==> src/rtl/acs_defines.vh <==
// Register addresses, field positions, reset values and codes for the converter control block
`ifndef ACS_DEFINES_VH
`define ACS_DEFINES_VH
`define ACS_ADDR_CTRL0 8'hDC
`define ACS_ADDR_CTRL1 8'hDD
`define ACS_ADDR_DRLO 8'hDE
`define ACS_ADDR_DRHI 8'hDF
`define ACS_ADDR_ACCCTL 8'hE1
`define ACS_ADDR_SUM0 8'hE2
`define ACS_ADDR_SUM1 8'hE3
`define ACS_ADDR_SUM2 8'hE4
`define ACS_ADDR_SUM3 8'hE5
`define ACS_ADDR_TRIM 8'hE6
`define ACS_RST_CTRL0 8'h30
`define ACS_RST_CTRL1 8'h00
`define ACS_RST_DRLO 8'h1B
`define ACS_RST_DRHI 3'h6
`define ACS_RST_ACCCTL 8'h00
`define ACS_RST_TRIM 8'h00
`define ACS_TRIM_OFF_A 8'h00
`define ACS_TRIM_OFF_B 8'h80
`define ACS_CTRL0_MASK 8'h7F
`define ACS_CTRL1_MASK 8'h70
`define ACS_BIT_REFEN 5
`define ACS_BIT_REFHI 4
`define ACS_BIT_BUF 3
`define ACS_BIT_SIGN 6
`define ACS_BIT_TRIMSIGN 7
`define ACS_MODE_CPU 2'h0
`define ACS_MODE_ADC 2'h1
`define ACS_MODE_SHIFT 2'h2
`define ACS_MODE_ACCSH 2'h3
`define ACS_CAL_NONE 3'h0
`define ACS_CAL_LAST 3'h5
`define ACS_SHIFT_CLKS 3'h4
`define ACS_GAIN_HI 2
`define ACS_GAIN_LO 0
`define ACS_CAL_HI 2
`define ACS_CAL_LO 0
`define ACS_SM_HI 5
`define ACS_SM_LO 4
`define ACS_CNT_HI 5
`define ACS_CNT_LO 3
`define ACS_SHF_HI 2
`define ACS_SHF_LO 0
`define ACS_MODE_HI 7
`define ACS_MODE_LO 6
`define ACS_DRHI_HI 2
`define ACS_TRIM_MAG_HI 6
`define ACS_ACC_CLEAR 8'h00
`endif

==> src/rtl/acs_shifter.v <==
// Arithmetic right shifter that takes a fixed number of clocks per operation
`include "acs_defines.vh"
module acs_shifter #(
   parameter W = 32
) (
   // Clock and reset
   input wire core_clk,
   input wire rstn,
   // Request
   input wire start,
   input wire [W-1:0] din,
   input wire [2:0] amount,
   input wire arith,
   // Result
   output reg busy,
   output reg done,
   output reg [W-1:0] dout
);
   reg [2:0] cnt;
   wire [W-1:0] shifted;
   wire [W-1:0] fill;
   assign fill = (arith && din[W-1]) ? {W{1'b1}} : {W{1'b0}};
   // Shift by amount+1; sign fill keeps bipolar totals signed
   assign shifted = (din >> ({1'b0, amount} + 4'h1)) |
      ~({W{1'b1}} >> ({1'b0, amount} + 4'h1)) & fill;
   always @(posedge core_clk or negedge rstn) begin
      if (!rstn) begin
         busy <= 1'b0;
         done <= 1'b0;
         cnt <= 3'h0;
         dout <= {W{1'b0}};
      end else begin
         done <= 1'b0;
         if (start && !busy) begin
            busy <= 1'b1;
            cnt <= 3'h1;
            dout <= shifted;
         end else if (busy) begin
            if (cnt == `ACS_SHIFT_CLKS - 3'h1) begin
               busy <= 1'b0;
               done <= 1'b1;
            end else begin
               cnt <= cnt + 3'h1;
            end
         end
      end
   end
endmodule // acs_shifter

==> src/rtl/acs_control.v <==
// Converter control registers and summation/shift accumulator
// What the document asks of this block and its software
// RULE1 - Gain select decodes to gain two-to-code
// RULE2 - Reference enable bit five, default on
// RULE3 - Reference level bit four, default high
// RULE4 - Input buffer enable bit three, default off
// RULE5 - Signedness bit six: bipolar or clamped unipolar
// RULE6 - Settling field picks auto, fast, sinc2, sinc3
// RULE7 - Calibration write starts calibration, reads zero
// RULE8 - Eleven-bit decimation ratio sets word rate
// RULE9 - Accumulator powered down with converter
// RULE10 - Writing zero control clears accumulator
// RULE11 - Bipolar samples sign-extended before accumulating
// RULE12 - Mode 00 adds CPU value on byte0 write
// RULE13 - Mode 01 accumulates converter results by count
// RULE14 - Mode 10 shifts amount plus one, four clocks
// RULE15 - Mode 11 accumulates then shifts
// RULE16 - Count selects two-to-(code+1); completion interrupts
// RULE17 - Reading byte0 clears summation interrupt
// RULE18 - Software also clears auxiliary interrupt flag
// RULE19 - Accumulator mapped over four consecutive bytes
// RULE20 - Trim disabled at 00h or 80h
// RULE21 - Trim sign bit seven, magnitude six-zero
// RULE22 - Software clears trim before offset calibration
// RULE23 - Converter powerdown stops converter, reference, summation
// RULE24 - Converter clock divides system clock by divider+1
// RULE25 - Reserved calibration codes mean no calibration
`include "acs_defines.vh"
module acs_control #(
   parameter AW = 8,
   parameter SW = 24
) (
   // Clock and reset
   input wire core_clk,
   input wire rstn,
   // Special function register port
   input wire [AW-1:0] sfr_addr,
   input wire sfr_wr,
   input wire sfr_rd,
   input wire [7:0] sfr_wdata,
   output reg [7:0] sfr_rdata,
   // Neighbouring controls
   input wire converter_powerdown,
   input wire [6:0] clock_divider,
   // Converter result stream
   input wire sample_valid,
   input wire [SW-1:0] sample_data,
   // Converter analog controls
   output wire reference_enable,
   output wire reference_level_select,
   output wire input_buffer_enable,
   output wire [7:0] gain_value,
   output wire signedness_select,
   output wire [1:0] filter_settling_select,
   output wire [10:0] decimation_ratio,
   output reg cal_start,
   output reg [2:0] trim_mode_select,
   output wire trim_active,
   output wire trim_negative,
   output wire [6:0] trim_magnitude,
   output reg converter_clk_en,
   output wire converter_power_on,
   // Summation interrupt
   output reg sum_irq
);
   reg [7:0] ctrl0;
   reg [7:0] ctrl1;
   reg [7:0] dr_lo;
   reg [2:0] dr_hi;
   reg [7:0] acc_ctl;
   reg [7:0] trim;
   reg [31:0] acc;
   reg [31:0] cpu_stage;
   reg [8:0] sum_cnt;
   reg [6:0] clk_div;
   reg shift_pend;
   wire [1:0] mode;
   wire [8:0] sum_target;
   wire [31:0] sample_ext;
   wire adc_mode;
   wire sh_busy;
   wire sh_done;
   wire [31:0] sh_out;
   wire sh_start;
   wire wr_ctl;
   wire wr_sum0;
   wire sum_last;
   wire wr_c0;
   wire wr_c1;
   wire wr_drlo;
   wire wr_drhi;
   wire wr_trim;
   wire wr_sum1;
   wire wr_sum2;
   wire wr_sum3;
   wire rd_sum0;
   wire acc_take;
   wire [2:0] gain_code;
   wire [2:0] cal_code;
   wire [2:0] count_code;
   wire [2:0] shift_code;
   wire [1:0] new_mode;
   reg [7:0] next_rdata;
   reg [6:0] next_clk_div;
   reg next_clk_en;

   // Field extraction
   assign mode = acc_ctl[`ACS_MODE_HI:`ACS_MODE_LO];
   assign gain_code = ctrl0[`ACS_GAIN_HI:`ACS_GAIN_LO];
   assign count_code = acc_ctl[`ACS_CNT_HI:`ACS_CNT_LO];
   assign shift_code = acc_ctl[`ACS_SHF_HI:`ACS_SHF_LO];
   assign cal_code = sfr_wdata[`ACS_CAL_HI:`ACS_CAL_LO];
   assign new_mode = sfr_wdata[`ACS_MODE_HI:`ACS_MODE_LO];

   // Analog controls decoded from the stored registers and converter_powerdown
   assign reference_enable = ctrl0[`ACS_BIT_REFEN] && !converter_powerdown; // RULE2 RULE23
   assign reference_level_select = ctrl0[`ACS_BIT_REFHI]; // RULE3
   assign input_buffer_enable = ctrl0[`ACS_BIT_BUF]; // RULE4
   assign gain_value = 8'h01 << gain_code; // RULE1
   assign signedness_select = ctrl1[`ACS_BIT_SIGN]; // RULE5
   assign filter_settling_select = ctrl1[`ACS_SM_HI:`ACS_SM_LO]; // RULE6
   assign decimation_ratio = {dr_hi, dr_lo}; // RULE8
   assign trim_active = (trim != `ACS_TRIM_OFF_A) && (trim != `ACS_TRIM_OFF_B); // RULE20
   assign trim_negative = trim[`ACS_BIT_TRIMSIGN]; // RULE21
   assign trim_magnitude = trim[`ACS_TRIM_MAG_HI:0]; // RULE21
   assign converter_power_on = !converter_powerdown; // RULE23

   // Bipolar samples are sign-extended, unipolar zero-extended
   assign sample_ext = signedness_select ? {{(32-SW){1'b0}}, sample_data} :
      {{(32-SW){sample_data[SW-1]}}, sample_data}; // RULE11
   assign adc_mode = (mode == `ACS_MODE_ADC) || (mode == `ACS_MODE_ACCSH); // RULE13 RULE15
   // A sample is refused while a shift waits or runs, so no total is lost
   assign acc_take = sample_valid && adc_mode && !sh_busy && !shift_pend; // RULE13
   assign sum_target = 9'h002 << count_code; // RULE16
   assign sum_last = (sum_cnt + 9'h001) >= sum_target;

   // Register strobes
   assign wr_ctl = sfr_wr && (sfr_addr == `ACS_ADDR_ACCCTL);
   assign wr_sum0 = sfr_wr && (sfr_addr == `ACS_ADDR_SUM0);
   assign wr_sum1 = sfr_wr && (sfr_addr == `ACS_ADDR_SUM1);
   assign wr_sum2 = sfr_wr && (sfr_addr == `ACS_ADDR_SUM2);
   assign wr_sum3 = sfr_wr && (sfr_addr == `ACS_ADDR_SUM3);
   assign wr_c0 = sfr_wr && (sfr_addr == `ACS_ADDR_CTRL0);
   assign wr_c1 = sfr_wr && (sfr_addr == `ACS_ADDR_CTRL1);
   assign wr_drlo = sfr_wr && (sfr_addr == `ACS_ADDR_DRLO);
   assign wr_drhi = sfr_wr && (sfr_addr == `ACS_ADDR_DRHI);
   assign wr_trim = sfr_wr && (sfr_addr == `ACS_ADDR_TRIM);
   assign rd_sum0 = sfr_rd && (sfr_addr == `ACS_ADDR_SUM0);
   assign sh_start = shift_pend && !sh_busy;

   acs_shifter #(.W(32)) u_shift (
      .core_clk(core_clk),
      .rstn(rstn),
      .start(sh_start),
      .din(acc),
      .amount(shift_code),
      .arith(!signedness_select),
      .busy(sh_busy),
      .done(sh_done),
      .dout(sh_out)
   );

   // Converter control 0; the unused top bit is masked and reads zero
   always @(posedge core_clk or negedge rstn) begin
      if (!rstn) begin
         ctrl0 <= `ACS_RST_CTRL0;
      end else if (wr_c0) begin
         ctrl0 <= sfr_wdata & `ACS_CTRL0_MASK; // RULE1 RULE2 RULE3 RULE4
      end
   end

   // Converter control 1; the calibration field is not stored, so it reads zero
   always @(posedge core_clk or negedge rstn) begin
      if (!rstn) begin
         ctrl1 <= `ACS_RST_CTRL1;
      end else if (wr_c1) begin
         ctrl1 <= sfr_wdata & `ACS_CTRL1_MASK; // RULE5 RULE6 RULE7
      end
   end

   // Any write starts a calibration; reserved codes run none
   always @(posedge core_clk or negedge rstn) begin
      if (!rstn) begin
         cal_start <= 1'b0;
         trim_mode_select <= `ACS_CAL_NONE;
      end else begin
         cal_start <= wr_c1; // RULE7
         if (wr_c1) begin
            if (cal_code > `ACS_CAL_LAST) begin
               trim_mode_select <= `ACS_CAL_NONE; // RULE25
            end else begin
               trim_mode_select <= cal_code; // RULE7
            end
         end
      end
   end

   // Decimation ratio low byte
   always @(posedge core_clk or negedge rstn) begin
      if (!rstn) begin
         dr_lo <= `ACS_RST_DRLO;
      end else if (wr_drlo) begin
         dr_lo <= sfr_wdata; // RULE8
      end
   end

   // Decimation ratio high bits; the rest of the byte is dropped
   always @(posedge core_clk or negedge rstn) begin
      if (!rstn) begin
         dr_hi <= `ACS_RST_DRHI;
      end else if (wr_drhi) begin
         dr_hi <= sfr_wdata[`ACS_DRHI_HI:0]; // RULE8
      end
   end

   // Summation control; a write also restarts the count below
   always @(posedge core_clk or negedge rstn) begin
      if (!rstn) begin
         acc_ctl <= `ACS_RST_ACCCTL;
      end else if (wr_ctl) begin
         acc_ctl <= sfr_wdata; // RULE13 RULE14 RULE15 RULE16
      end
   end

   // Input offset trim
   always @(posedge core_clk or negedge rstn) begin
      if (!rstn) begin
         trim <= `ACS_RST_TRIM;
      end else if (wr_trim) begin
         trim <= sfr_wdata; // RULE20 RULE21
      end
   end

   // Converter clock enable, one pulse every divider+1 system clocks
   always @* begin
      next_clk_div = clk_div + 7'h01;
      next_clk_en = 1'b0;
      if (converter_powerdown) begin
         next_clk_div = 7'h00;
      end else if (clk_div >= clock_divider) begin
         // Greater-or-equal so a divider lowered mid-count cannot overrun
         next_clk_div = 7'h00;
         next_clk_en = 1'b1; // RULE24
      end
   end

   always @(posedge core_clk or negedge rstn) begin
      if (!rstn) begin
         clk_div <= 7'h00;
         converter_clk_en <= 1'b0;
      end else begin
         clk_div <= next_clk_div;
         converter_clk_en <= next_clk_en; // RULE23
      end
   end

   // Staging word for processor byte writes; in mode 00 byte0 also goes straight into the sum
   always @(posedge core_clk or negedge rstn) begin
      if (!rstn) begin
         cpu_stage <= 32'h0000_0000;
      end else if (!converter_powerdown) begin
         if (wr_sum0) begin
            cpu_stage[7:0] <= sfr_wdata; // RULE19
         end
         if (wr_sum1) begin
            cpu_stage[15:8] <= sfr_wdata; // RULE19
         end
         if (wr_sum2) begin
            cpu_stage[23:16] <= sfr_wdata; // RULE19
         end
         if (wr_sum3) begin
            cpu_stage[31:24] <= sfr_wdata; // RULE19
         end
      end
   end

   // Accumulator; the processor sum uses the staged upper bytes
   always @(posedge core_clk or negedge rstn) begin
      if (!rstn) begin
         acc <= 32'h0000_0000;
         sum_cnt <= 9'h000;
         shift_pend <= 1'b0;
         sum_irq <= 1'b0;
      end else if (converter_powerdown) begin
         // Summation is held off while the converter sleeps
         sum_cnt <= 9'h000; // RULE9 RULE23
         shift_pend <= 1'b0;
      end else begin
         if (rd_sum0)
            sum_irq <= 1'b0; // RULE17
         if (wr_ctl) begin
            sum_cnt <= 9'h000;
            shift_pend <= (new_mode == `ACS_MODE_SHIFT); // RULE14
            if (sfr_wdata == `ACS_ACC_CLEAR)
               acc <= 32'h0000_0000; // RULE10
         end else if (sh_done) begin
            acc <= sh_out; // RULE14 RULE15
            if (mode == `ACS_MODE_ACCSH)
               sum_irq <= 1'b1; // RULE16
         end else if (sh_start) begin
            shift_pend <= 1'b0;
         end else if (wr_sum0 && mode == `ACS_MODE_CPU) begin
            acc <= acc + {cpu_stage[31:8], sfr_wdata}; // RULE12
         end else if (acc_take) begin
            acc <= acc + sample_ext; // RULE13
            if (sum_last) begin
               sum_cnt <= 9'h000;
               // Event set wins over a same-cycle read clear
               if (mode == `ACS_MODE_ACCSH)
                  shift_pend <= 1'b1; // RULE15
               else
                  sum_irq <= 1'b1; // RULE16
            end else begin
               sum_cnt <= sum_cnt + 9'h001;
            end
         end
      end
   end

   // Read data; the calibration field always reads zero since it is not stored
   always @* begin
      next_rdata = sfr_rdata;
      if (sfr_rd) begin
         case (sfr_addr)
            `ACS_ADDR_CTRL0: next_rdata = ctrl0;
            `ACS_ADDR_CTRL1: next_rdata = ctrl1; // RULE7
            `ACS_ADDR_DRLO: next_rdata = dr_lo;
            `ACS_ADDR_DRHI: next_rdata = {5'h00, dr_hi};
            `ACS_ADDR_ACCCTL: next_rdata = acc_ctl;
            `ACS_ADDR_SUM0: next_rdata = acc[7:0]; // RULE19
            `ACS_ADDR_SUM1: next_rdata = acc[15:8]; // RULE19
            `ACS_ADDR_SUM2: next_rdata = acc[23:16]; // RULE19
            `ACS_ADDR_SUM3: next_rdata = acc[31:24]; // RULE19
            `ACS_ADDR_TRIM: next_rdata = trim;
            default: next_rdata = 8'h00;
         endcase
      end
   end

   // Registered so the port holds its value until the next read
   always @(posedge core_clk or negedge rstn) begin
      if (!rstn) begin
         sfr_rdata <= 8'h00;
      end else begin
         sfr_rdata <= next_rdata;
      end
   end
endmodule // acs_control

==> config.mk <==
export PLATFORM = sky130hd
export DESIGN_NAME = acs_control
export DESIGN_NICKNAME = d
export VERILOG_FILES = /design/src/rtl/acs_shifter.v /design/src/rtl/acs_control.v
export VERILOG_INCLUDE_DIRS = /design/src /design/src/rtl
export SDC_FILE = /design/constraint.sdc
export NUM_CORES = 1
export LEC_CHECK = 0
export ABC_AREA = 0
export ABC_CLOCK_PERIOD_IN_PS = 3500
export BUFFER_PORTS_ARGS = -buffer_cell sky130_fd_sc_hd__buf_2
export CORE_MARGIN = 2
export CORE_UTILIZATION = 50
export CTS_CLUSTER_DIAMETER = 80
export DETAILED_ROUTE_END_ITERATION = 10
export GPL_ROUTABILITY_DRIVEN = 0
export PLACE_DENSITY = 0.81
export SLEW_MARGIN = 20
export SYNTH_ARGS = -nofsm -noshare
export SYNTH_HDL_FRONTEND = slang
export SYNTH_SLANG_ARGS = --single-unit
==> constraint.sdc <==
create_clock -name core_clk -period 3.5 [get_ports core_clk]
set_input_delay 0.525 -clock core_clk [delete_from_list [all_inputs] [get_ports core_clk]]
set_output_delay 0.525 -clock core_clk [all_outputs]
set_load 0.01 [all_outputs]
==> results.json, run 1 <==
{
  "h-tree-depth": 4,
  "seqPwrFrac_pct": 35.6,
  "switching_share_pct": 38.3,
  "cp.required_ps": 3830,
  "worstReg2RegStart": "acc_ctl[7]$_DFFE_PN0P_",
  "max_slew_margin_pct": 27.3,
  "num_rows": 53,
  "ff2ff_path_depth": 16,
  "dr_total_vias": 10100,
  "io_buffers": 101,
  "vias_per_cell": 6.33,
  "hold_violations": 0,
  "syn-mean-instance-area_um2": 9.15,
  "cts_max_path_buffers": 2,
  "clock_skew_ps": 10.9,
  "antenna_cells": 0,
  "async_flop_share_pct": 100,
  "drive_gt1_share_pct": 26.1,
  "wire_per_inst_um": 21.2,
  "finalSetupViolCount": 0,
  "maxCapViolations": 0,
  "cts_buffers": 17,
  "initial_utilization_pct": 51.0,
  "worstMarginPinSlew_ps": 1090,
  "cts_root_buffer": "clkbuf_16",
  "grtUsageTotal_pct": 30.0,
  "synth-main-ff-cell": "dfrtp_1",
  "num_io_pins": 102,
  "hold_path.class": "input pin to asynchronous set/reset pin",
  "antenna_found_initial": 0,
  "report.final.slew_viol_count": 0,
  "status": "complete, no violations",
  "path_clk_slew_ps": 80,
  "cts_hold_buf": 0,
  "vdd_drop_max_mv": 0.345,
  "wl_mm": 34.0,
  "first_pass_iters": 7,
  "r2r-end": "acc[30]$_DFFE_PN0P_",
  "cp-start-kind": "input pin",
  "internal_power_mw": 4.11,
  "first_iter_violations": 1207,
  "power_leakage_nw": 6.11,
  "final_common_cell": "nand2_1",
  "ys_seq_area_share_pct": 37.6,
  "design_area_mm2": 0.0128,
  "synthCells": 1172,
  "clockPowerShare_pct": 28.5,
  "ff2ff_setup_slack_ps": 110,
  "drtAntennaViolNets": 0,
  "critPathArrivalTime_ps": 3830,
  "grt_max_degree": 78,
  "critPathCapture": "acc[30]$_DFFE_PN0P_",
  "pwr-share-comb_pct": 36.0,
  "place_hpwl_mm": 24.5,
  "period_minus_slack_ps": 3500,
  "coreArea_mm2": 0.0210,
  "synth_cell_type_count": 64,
  "area_growth_pct": 19.1,
  "post-route-period-util_pct": 99.9,
  "grt_pass1_wl_mm": 52.4,
  "nets": 1422,
  "startpoint": "sfr_addr[3]",
  "endpoint_kind": "flip-flop",
  "cts_tree": "done",
  "crit_type": "input pin to flip-flop",
  "placed_cell_area_mm2": 0.0121,
  "p_switching_mw": 2.56,
  "synthesis.nets": 1280,
  "layout_common_cells": "180 x nand2_1, 152 x dfrtp_1, 100 x buf_2, 96 x buf_4, 95 x o21ai_0",
  "die_w_um": 150,
  "clock_latency_ps": 450,
  "fmax_ghz": 0.286,
  "synth-seq-cells": 161,
  "syn-cell-area_mm2": 0.0107,
  "p_per_area_mw_per_mm2": 522,
  "grt_pass1_vias": 9758,
  "grt-ovfl-total": 0,
  "yosys_warnings": 0,
  "tns_ps": 0,
  "die_area_mm2": 0.0226,
  "rsz0062_at_grt": "yes",
  "numClockSinks": 161,
  "die_h_um": 150,
  "drc": 0,
  "synth_edf_count": 0,
  "critPathMaxFanout": 6
}
-- Yosys cell counts, types with 9 or more instances --
cell | n | area share [%]
nand3_1 | 27 | 1.3
nor2b_1 | 9 | 0.52
and2_1 | 10 | 0.58
nand2_1 | 182 | 6.4
a22o_1 | 21 | 1.7
ha_1 | 54 | 6.3
o22ai_1 | 13 | 0.76
mux2i_1 | 88 | 8.2
mux2_2 | 70 | 7.3
nor2_1 | 47 | 1.6
dfrtp_1 | 153 | 36
xor2_1 | 20 | 1.6
and3_1 | 13 | 0.76
clkbuf_1 | 50 | 1.7
a22oi_1 | 15 | 1.0
xnor2_1 | 18 | 1.5
a21oi_1 | 49 | 2.3
buf_1 | 15 | 0.52
o21ai_0 | 103 | 4.8
o21a_1 | 12 | 0.84
nor3_1 | 11 | 0.51
nand2b_1 | 16 | 0.93
nand4_1 | 10 | 0.58
inv_1 | 28 | 0.98
a21o_1 | 30 | 2.1
-- state kept, by name (all words and copies together), names as in the netlist, 8 cells and up --
signal,cells
trim,8
sum_cnt,9
acc_ctl,8
u_shift.dout,32
acc,32
dr_lo,8
sfr_rdata,8
cpu_stage,24
-- per-stage QoR --
step | instances | hold slack [ps] | power (mW) | setup slack, ps | util (%)
after floorplan | 1172 | 229 | 3.75 | -102 | -
after global placement | 1568 | 459 | 4.55 | -315 | 57.5
after detailed placement | 1568 | 470 | 4.63 | -459 | 57.5
after CTS | 1600 | 143 | 6.55 | 4.80 | 60.3
after global routing | 1602 | 194 | 6.95 | -71.9 | 60.8
final | 1602 | 109 | 6.67 | 2.90 | 60.8
-- area by class of cell --
class / instances / area [µm²]
Inverter: 29 / 109
Sequential cell: 161 / 4040
Fill cell: 1651 / 8250
Clock inverter: 15 / 171
Timing Repair Buffer: 201 / 1290
Clock buffer: 17 / 425
Tap cell: 275 / 344
Multi-Input combinational cell: 904 / 6390
-- logic make-up after synthesis --
kind of cell,count (synthesis),share of synthesized area (%)
xor gates and xnor gates,38,3.10
AOI/OAI and AO/OA,295,17.4
adders and majority gates,55,6.48
muxes,159,15.8
buffers and inverters,107,4.01
DFF,161,37.6
and+or+nand+nor,357,15.5
-- power groups by stage --
stage / sequential [mW] / combinational, mW / clock (mW)
after floorplan: 2.21 / 1.54 / 0
after global placement: 2.37 / 2.17 / 0
after detailed placement: 2.38 / 2.26 / 0
after CTS: 2.35 / 2.30 / 1.91
after global routing: 2.38 / 2.59 / 1.98
final: 2.37 / 2.40 / 1.90
-- routing by layer --
metal | vias to the layer above | wire, µm | global-route usage [%] | part of all wire, %
met1 | 4896 | 13300 | 38.6 | 39
li1 | 4494 | - | - | -
met2 | 616 | 16000 | 47.7 | 47
met4 | 0 | 1420 | 12.7 | 4.2
met5 | - | 0 | 0 | 0
met3 | 129 | 3230 | 7.88 | 9.5
-- worst min-delay path by stage --
stage / endpoint / slack [ps] / cells after the start
2_1_floorplan: acc[0]$_DFFE_PN0P_ / 230 / 0
3_3_place_gp: trim_mode_select[1]$_DFFE_PN0P_ / 460 / 2
3_5_place_dp: trim_mode_select[0]$_DFFE_PN0P_ / 470 / 2
4_1_cts: u_shift.dout[7]$_DFFE_PN0P_ / 140 / 1
5_1_grt: acc[5]$_DFFE_PN0P_ / 190 / 1
6_report: acc[5]$_DFFE_PN0P_ / 110 / 1
-- what timing repair did --
item	in CTS	in global routing
endpoints found under the setup margin	1	9
pin swaps	0	6
buffers inserted	0	2
resized for setup	1	16
cloned	0	0
-- critical path, cell delays in order --
cell and delay [ps]:
buf_2 100, and4b_2 310, and3_4 200, and4_2 300, nand2_1 80, nand2_1 70, ha_2 210, inv_2 50
fa_2 350, nor2b_2 150, o31a_1 180, o22ai_2 80, o22a_1 270, o21a_1 260, a21oi_2 250, o21ai_1 120
xor2_1 210, o21ai_1 90
Power figures use the tool's default switching activity.
==> run 2, diff against run 1 <==
Settings changed: BUFFER_PORTS_ARGS -buffer_cell sky130_fd_sc_hd__buf_2 to unset, DONT_BUFFER_PORTS set to 1, PLACE_DENSITY 0.81 to 0.77.
==> run 2 against run 1 <==
The run now ends with negative hold slack left. Combinational power fell by 12%. Cell count decreased by 8.1%. Clock power about the same. Register-to-register slack better by 80 ps. Clock skew up 0.62 ps. Critical path type unchanged. Critical endpoint is now acc[28]$_DFFE_PN0P_. Largest cell class unchanged. Largest power group is now registers.
==> results.json, run 2 (synthesis gave the netlist of run 1 again) <==
{
  "critPathCapture": "acc[28]$_DFFE_PN0P_",
  "path_clk_slew_ps": 70,
  "grt-ovfl-total": 0,
  "post-route-period-util_pct": 95.0,
  "grt_pass1_vias": 9180,
  "cts_buffers": 17,
  "use_met1_pct": 36.6,
  "cts_max_path_buffers": 2,
  "multi_input_area_mm2": 0.00634,
  "cts_root_buffer": "clkbuf_16",
  "fmax_ghz": 0.301,
  "wire_per_inst_um": 21.4,
  "grt_most_used_layer": "met2",
  "power_leakage_nw": 5.48,
  "report.final.slew_viol_count": 0,
  "grt_use_met3_pct": 6.76,
  "first_pass_iters": 6,
  "status": "complete, but fails checks",
  "hold_path.class": "input pin to asynchronous set/reset pin",
  "grt_pass1_wl_mm": 49.4,
  "vdd_drop_max_mv": 0.303,
  "cts_tree": "done",
  "die_w_um": 150,
  "fin_ws_ps": 173,
  "grtUsageTotal_pct": 28.1,
  "power_mw": 6.37,
  "antenna_found_initial": 2,
  "reg_top3": "acc: 32 flops, u_shift.dout: 32 flops, cpu_stage: 24 flops",
  "final-seq-area_mm2": 0.00404,
  "clock_latency_ps": 450,
  "violations": "negative hold slack",
  "period_minus_slack_ps": 3330,
  "worstMarginPinSlew_ps": 1050,
  "coreArea_mm2": 0.0210,
  "critPathMaxFanout": 8,
  "cp.required_ps": 3810,
  "design_area_mm2": 0.0120,
  "ff2ff_path_depth": 16,
  "initial_utilization_pct": 51.0,
  "numClockSinks": 161,
  "fin_cells": 1472,
  "crit_type": "input pin to flip-flop",
  "hold_violations": 153,
  "cp-start-kind": "input pin",
  "maxCapViolations": 0,
  "io_buffers": 0,
  "startpoint": "sfr_addr[3]",
  "h-tree-depth": 4,
  "p_per_area_mw_per_mm2": 533,
  "use_met2_pct": 44.3,
  "finalSetupViolCount": 0,
  "place_hpwl_mm": 22.2,
  "die_h_um": 150,
  "drtAntennaViolNets": 0,
  "max_slew_margin_pct": 30.2,
  "placedCellCount": 1439,
  "placed_cell_area_mm2": 0.0113,
  "vias_per_cell": 6.31,
  "first_iter_violations": 914,
  "worstReg2RegStart": "acc_ctl[7]$_DFFE_PN0P_",
  "hold-worst-slack_ps": -225,
  "critPathArrivalTime_ps": 3640,
  "rsz0062_at_grt": "no",
  "cts_setup_buffers": 0,
  "final_common_cell": "nand2_1",
  "layout_common_cells": "181 x nand2_1, 152 x dfrtp_1, 97 x o21ai_0, 88 x mux2i_1, 70 x mux2_2",
  "r2r-end": "acc[28]$_DFFE_PN0P_",
  "clock_skew_ps": 11.5,
  "grt_max_degree": 162,
  "drc": 0,
  "nets": 1291,
  "dr_total_vias": 9290,
  "die_area_mm2": 0.0226,
  "drive_gt1_share_pct": 17.2,
  "wl_mm": 31.4,
  "preCtsSetupSlack_ps": -258,
  "ff2ff_setup_slack_ps": 190,
  "num_io_pins": 102,
  "fillers": 1797,
  "endpoint_kind": "flip-flop",
  "num_rows": 53,
  "area_growth_pct": 11.5
}
-- run 2: per-layer routing --
layer	part of all wire (%)	routed length, µm	up-vias
met1	41	12800	4518
li1	-	-	4216
met5	0.035	11	-
met4	3.9	1210	2
met3	8.4	2630	113
met2	47	14800	441
-- run 2: stage by stage --
| stage | hold slack (ps) | util [%] | setup TNS [ps] |
|---|---|---|---|
| floorplan | 229 | - | -379 |
| global placement | 246 | 53.9 | -426 |
| detailed placement | 246 | 53.9 | -2110 |
| CTS | -228 | 56.8 | 0 |
| global route | -236 | 56.9 | 0 |
| finish | -225 | 56.9 | 0 |
-- run 2: worst min path at each step --
stage / end / slack (ps) / cells past startpoint
2_1_floorplan: acc[0]$_DFFE_PN0P_ / 230 / 0
3_3_place_gp: u_shift.dout[2]$_DFFE_PN0P_ / 250 / 0
3_5_place_dp: u_shift.dout[2]$_DFFE_PN0P_ / 250 / 0
4_1_cts: u_shift.dout[10]$_DFFE_PN0P_ / -230 / 0
5_1_grt: u_shift.dout[8]$_DFFE_PN0P_ / -240 / 0
6_report: u_shift.dout[8]$_DFFE_PN0P_ / -230 / 0
-- run 2: what timing repair did --
item                                    CTS  global route
endpoints found under the setup margin    0             4
gates resized for setup                   0             5
hold endpoints to repair                161           161
-- run 2: final cells by class --
type | count | share of cell area, %
Clock buffer | 17 | 3.56
Antenna cell | 1 | 0.0209
Sequential cell | 161 | 33.8
Tap cell | 275 | 2.88
Timing Repair Buffer | 70 | 4.43
Multi-Input combinational cell | 904 | 53.0
Clock inverter | 15 | 1.40
Inverter | 29 | 0.910
-- run 2: report_power, final --
group | internal (mW) | switching, mW | leakage [nW]
Clock | 0.955 | 0.922 | 0.283
Sequential | 2.02 | 0.351 | 2.18
Combinational | 1.03 | 1.09 | 3.02
-- run 2: worst max-delay path, stage by stage --
cell	delay [ps]
and4b_1	270
and3_1	250
and4_1	280
buf_4	180
nand2_1	60
nand2_1	90
ha_4	200
buf_4	140
nor2b_1	130
o31a_1	310
o22ai_2	140
o22a_1	270
o21a_1	210
nand2_2	90
a31o_2	260
mux2i_1	150
o21ai_1	80
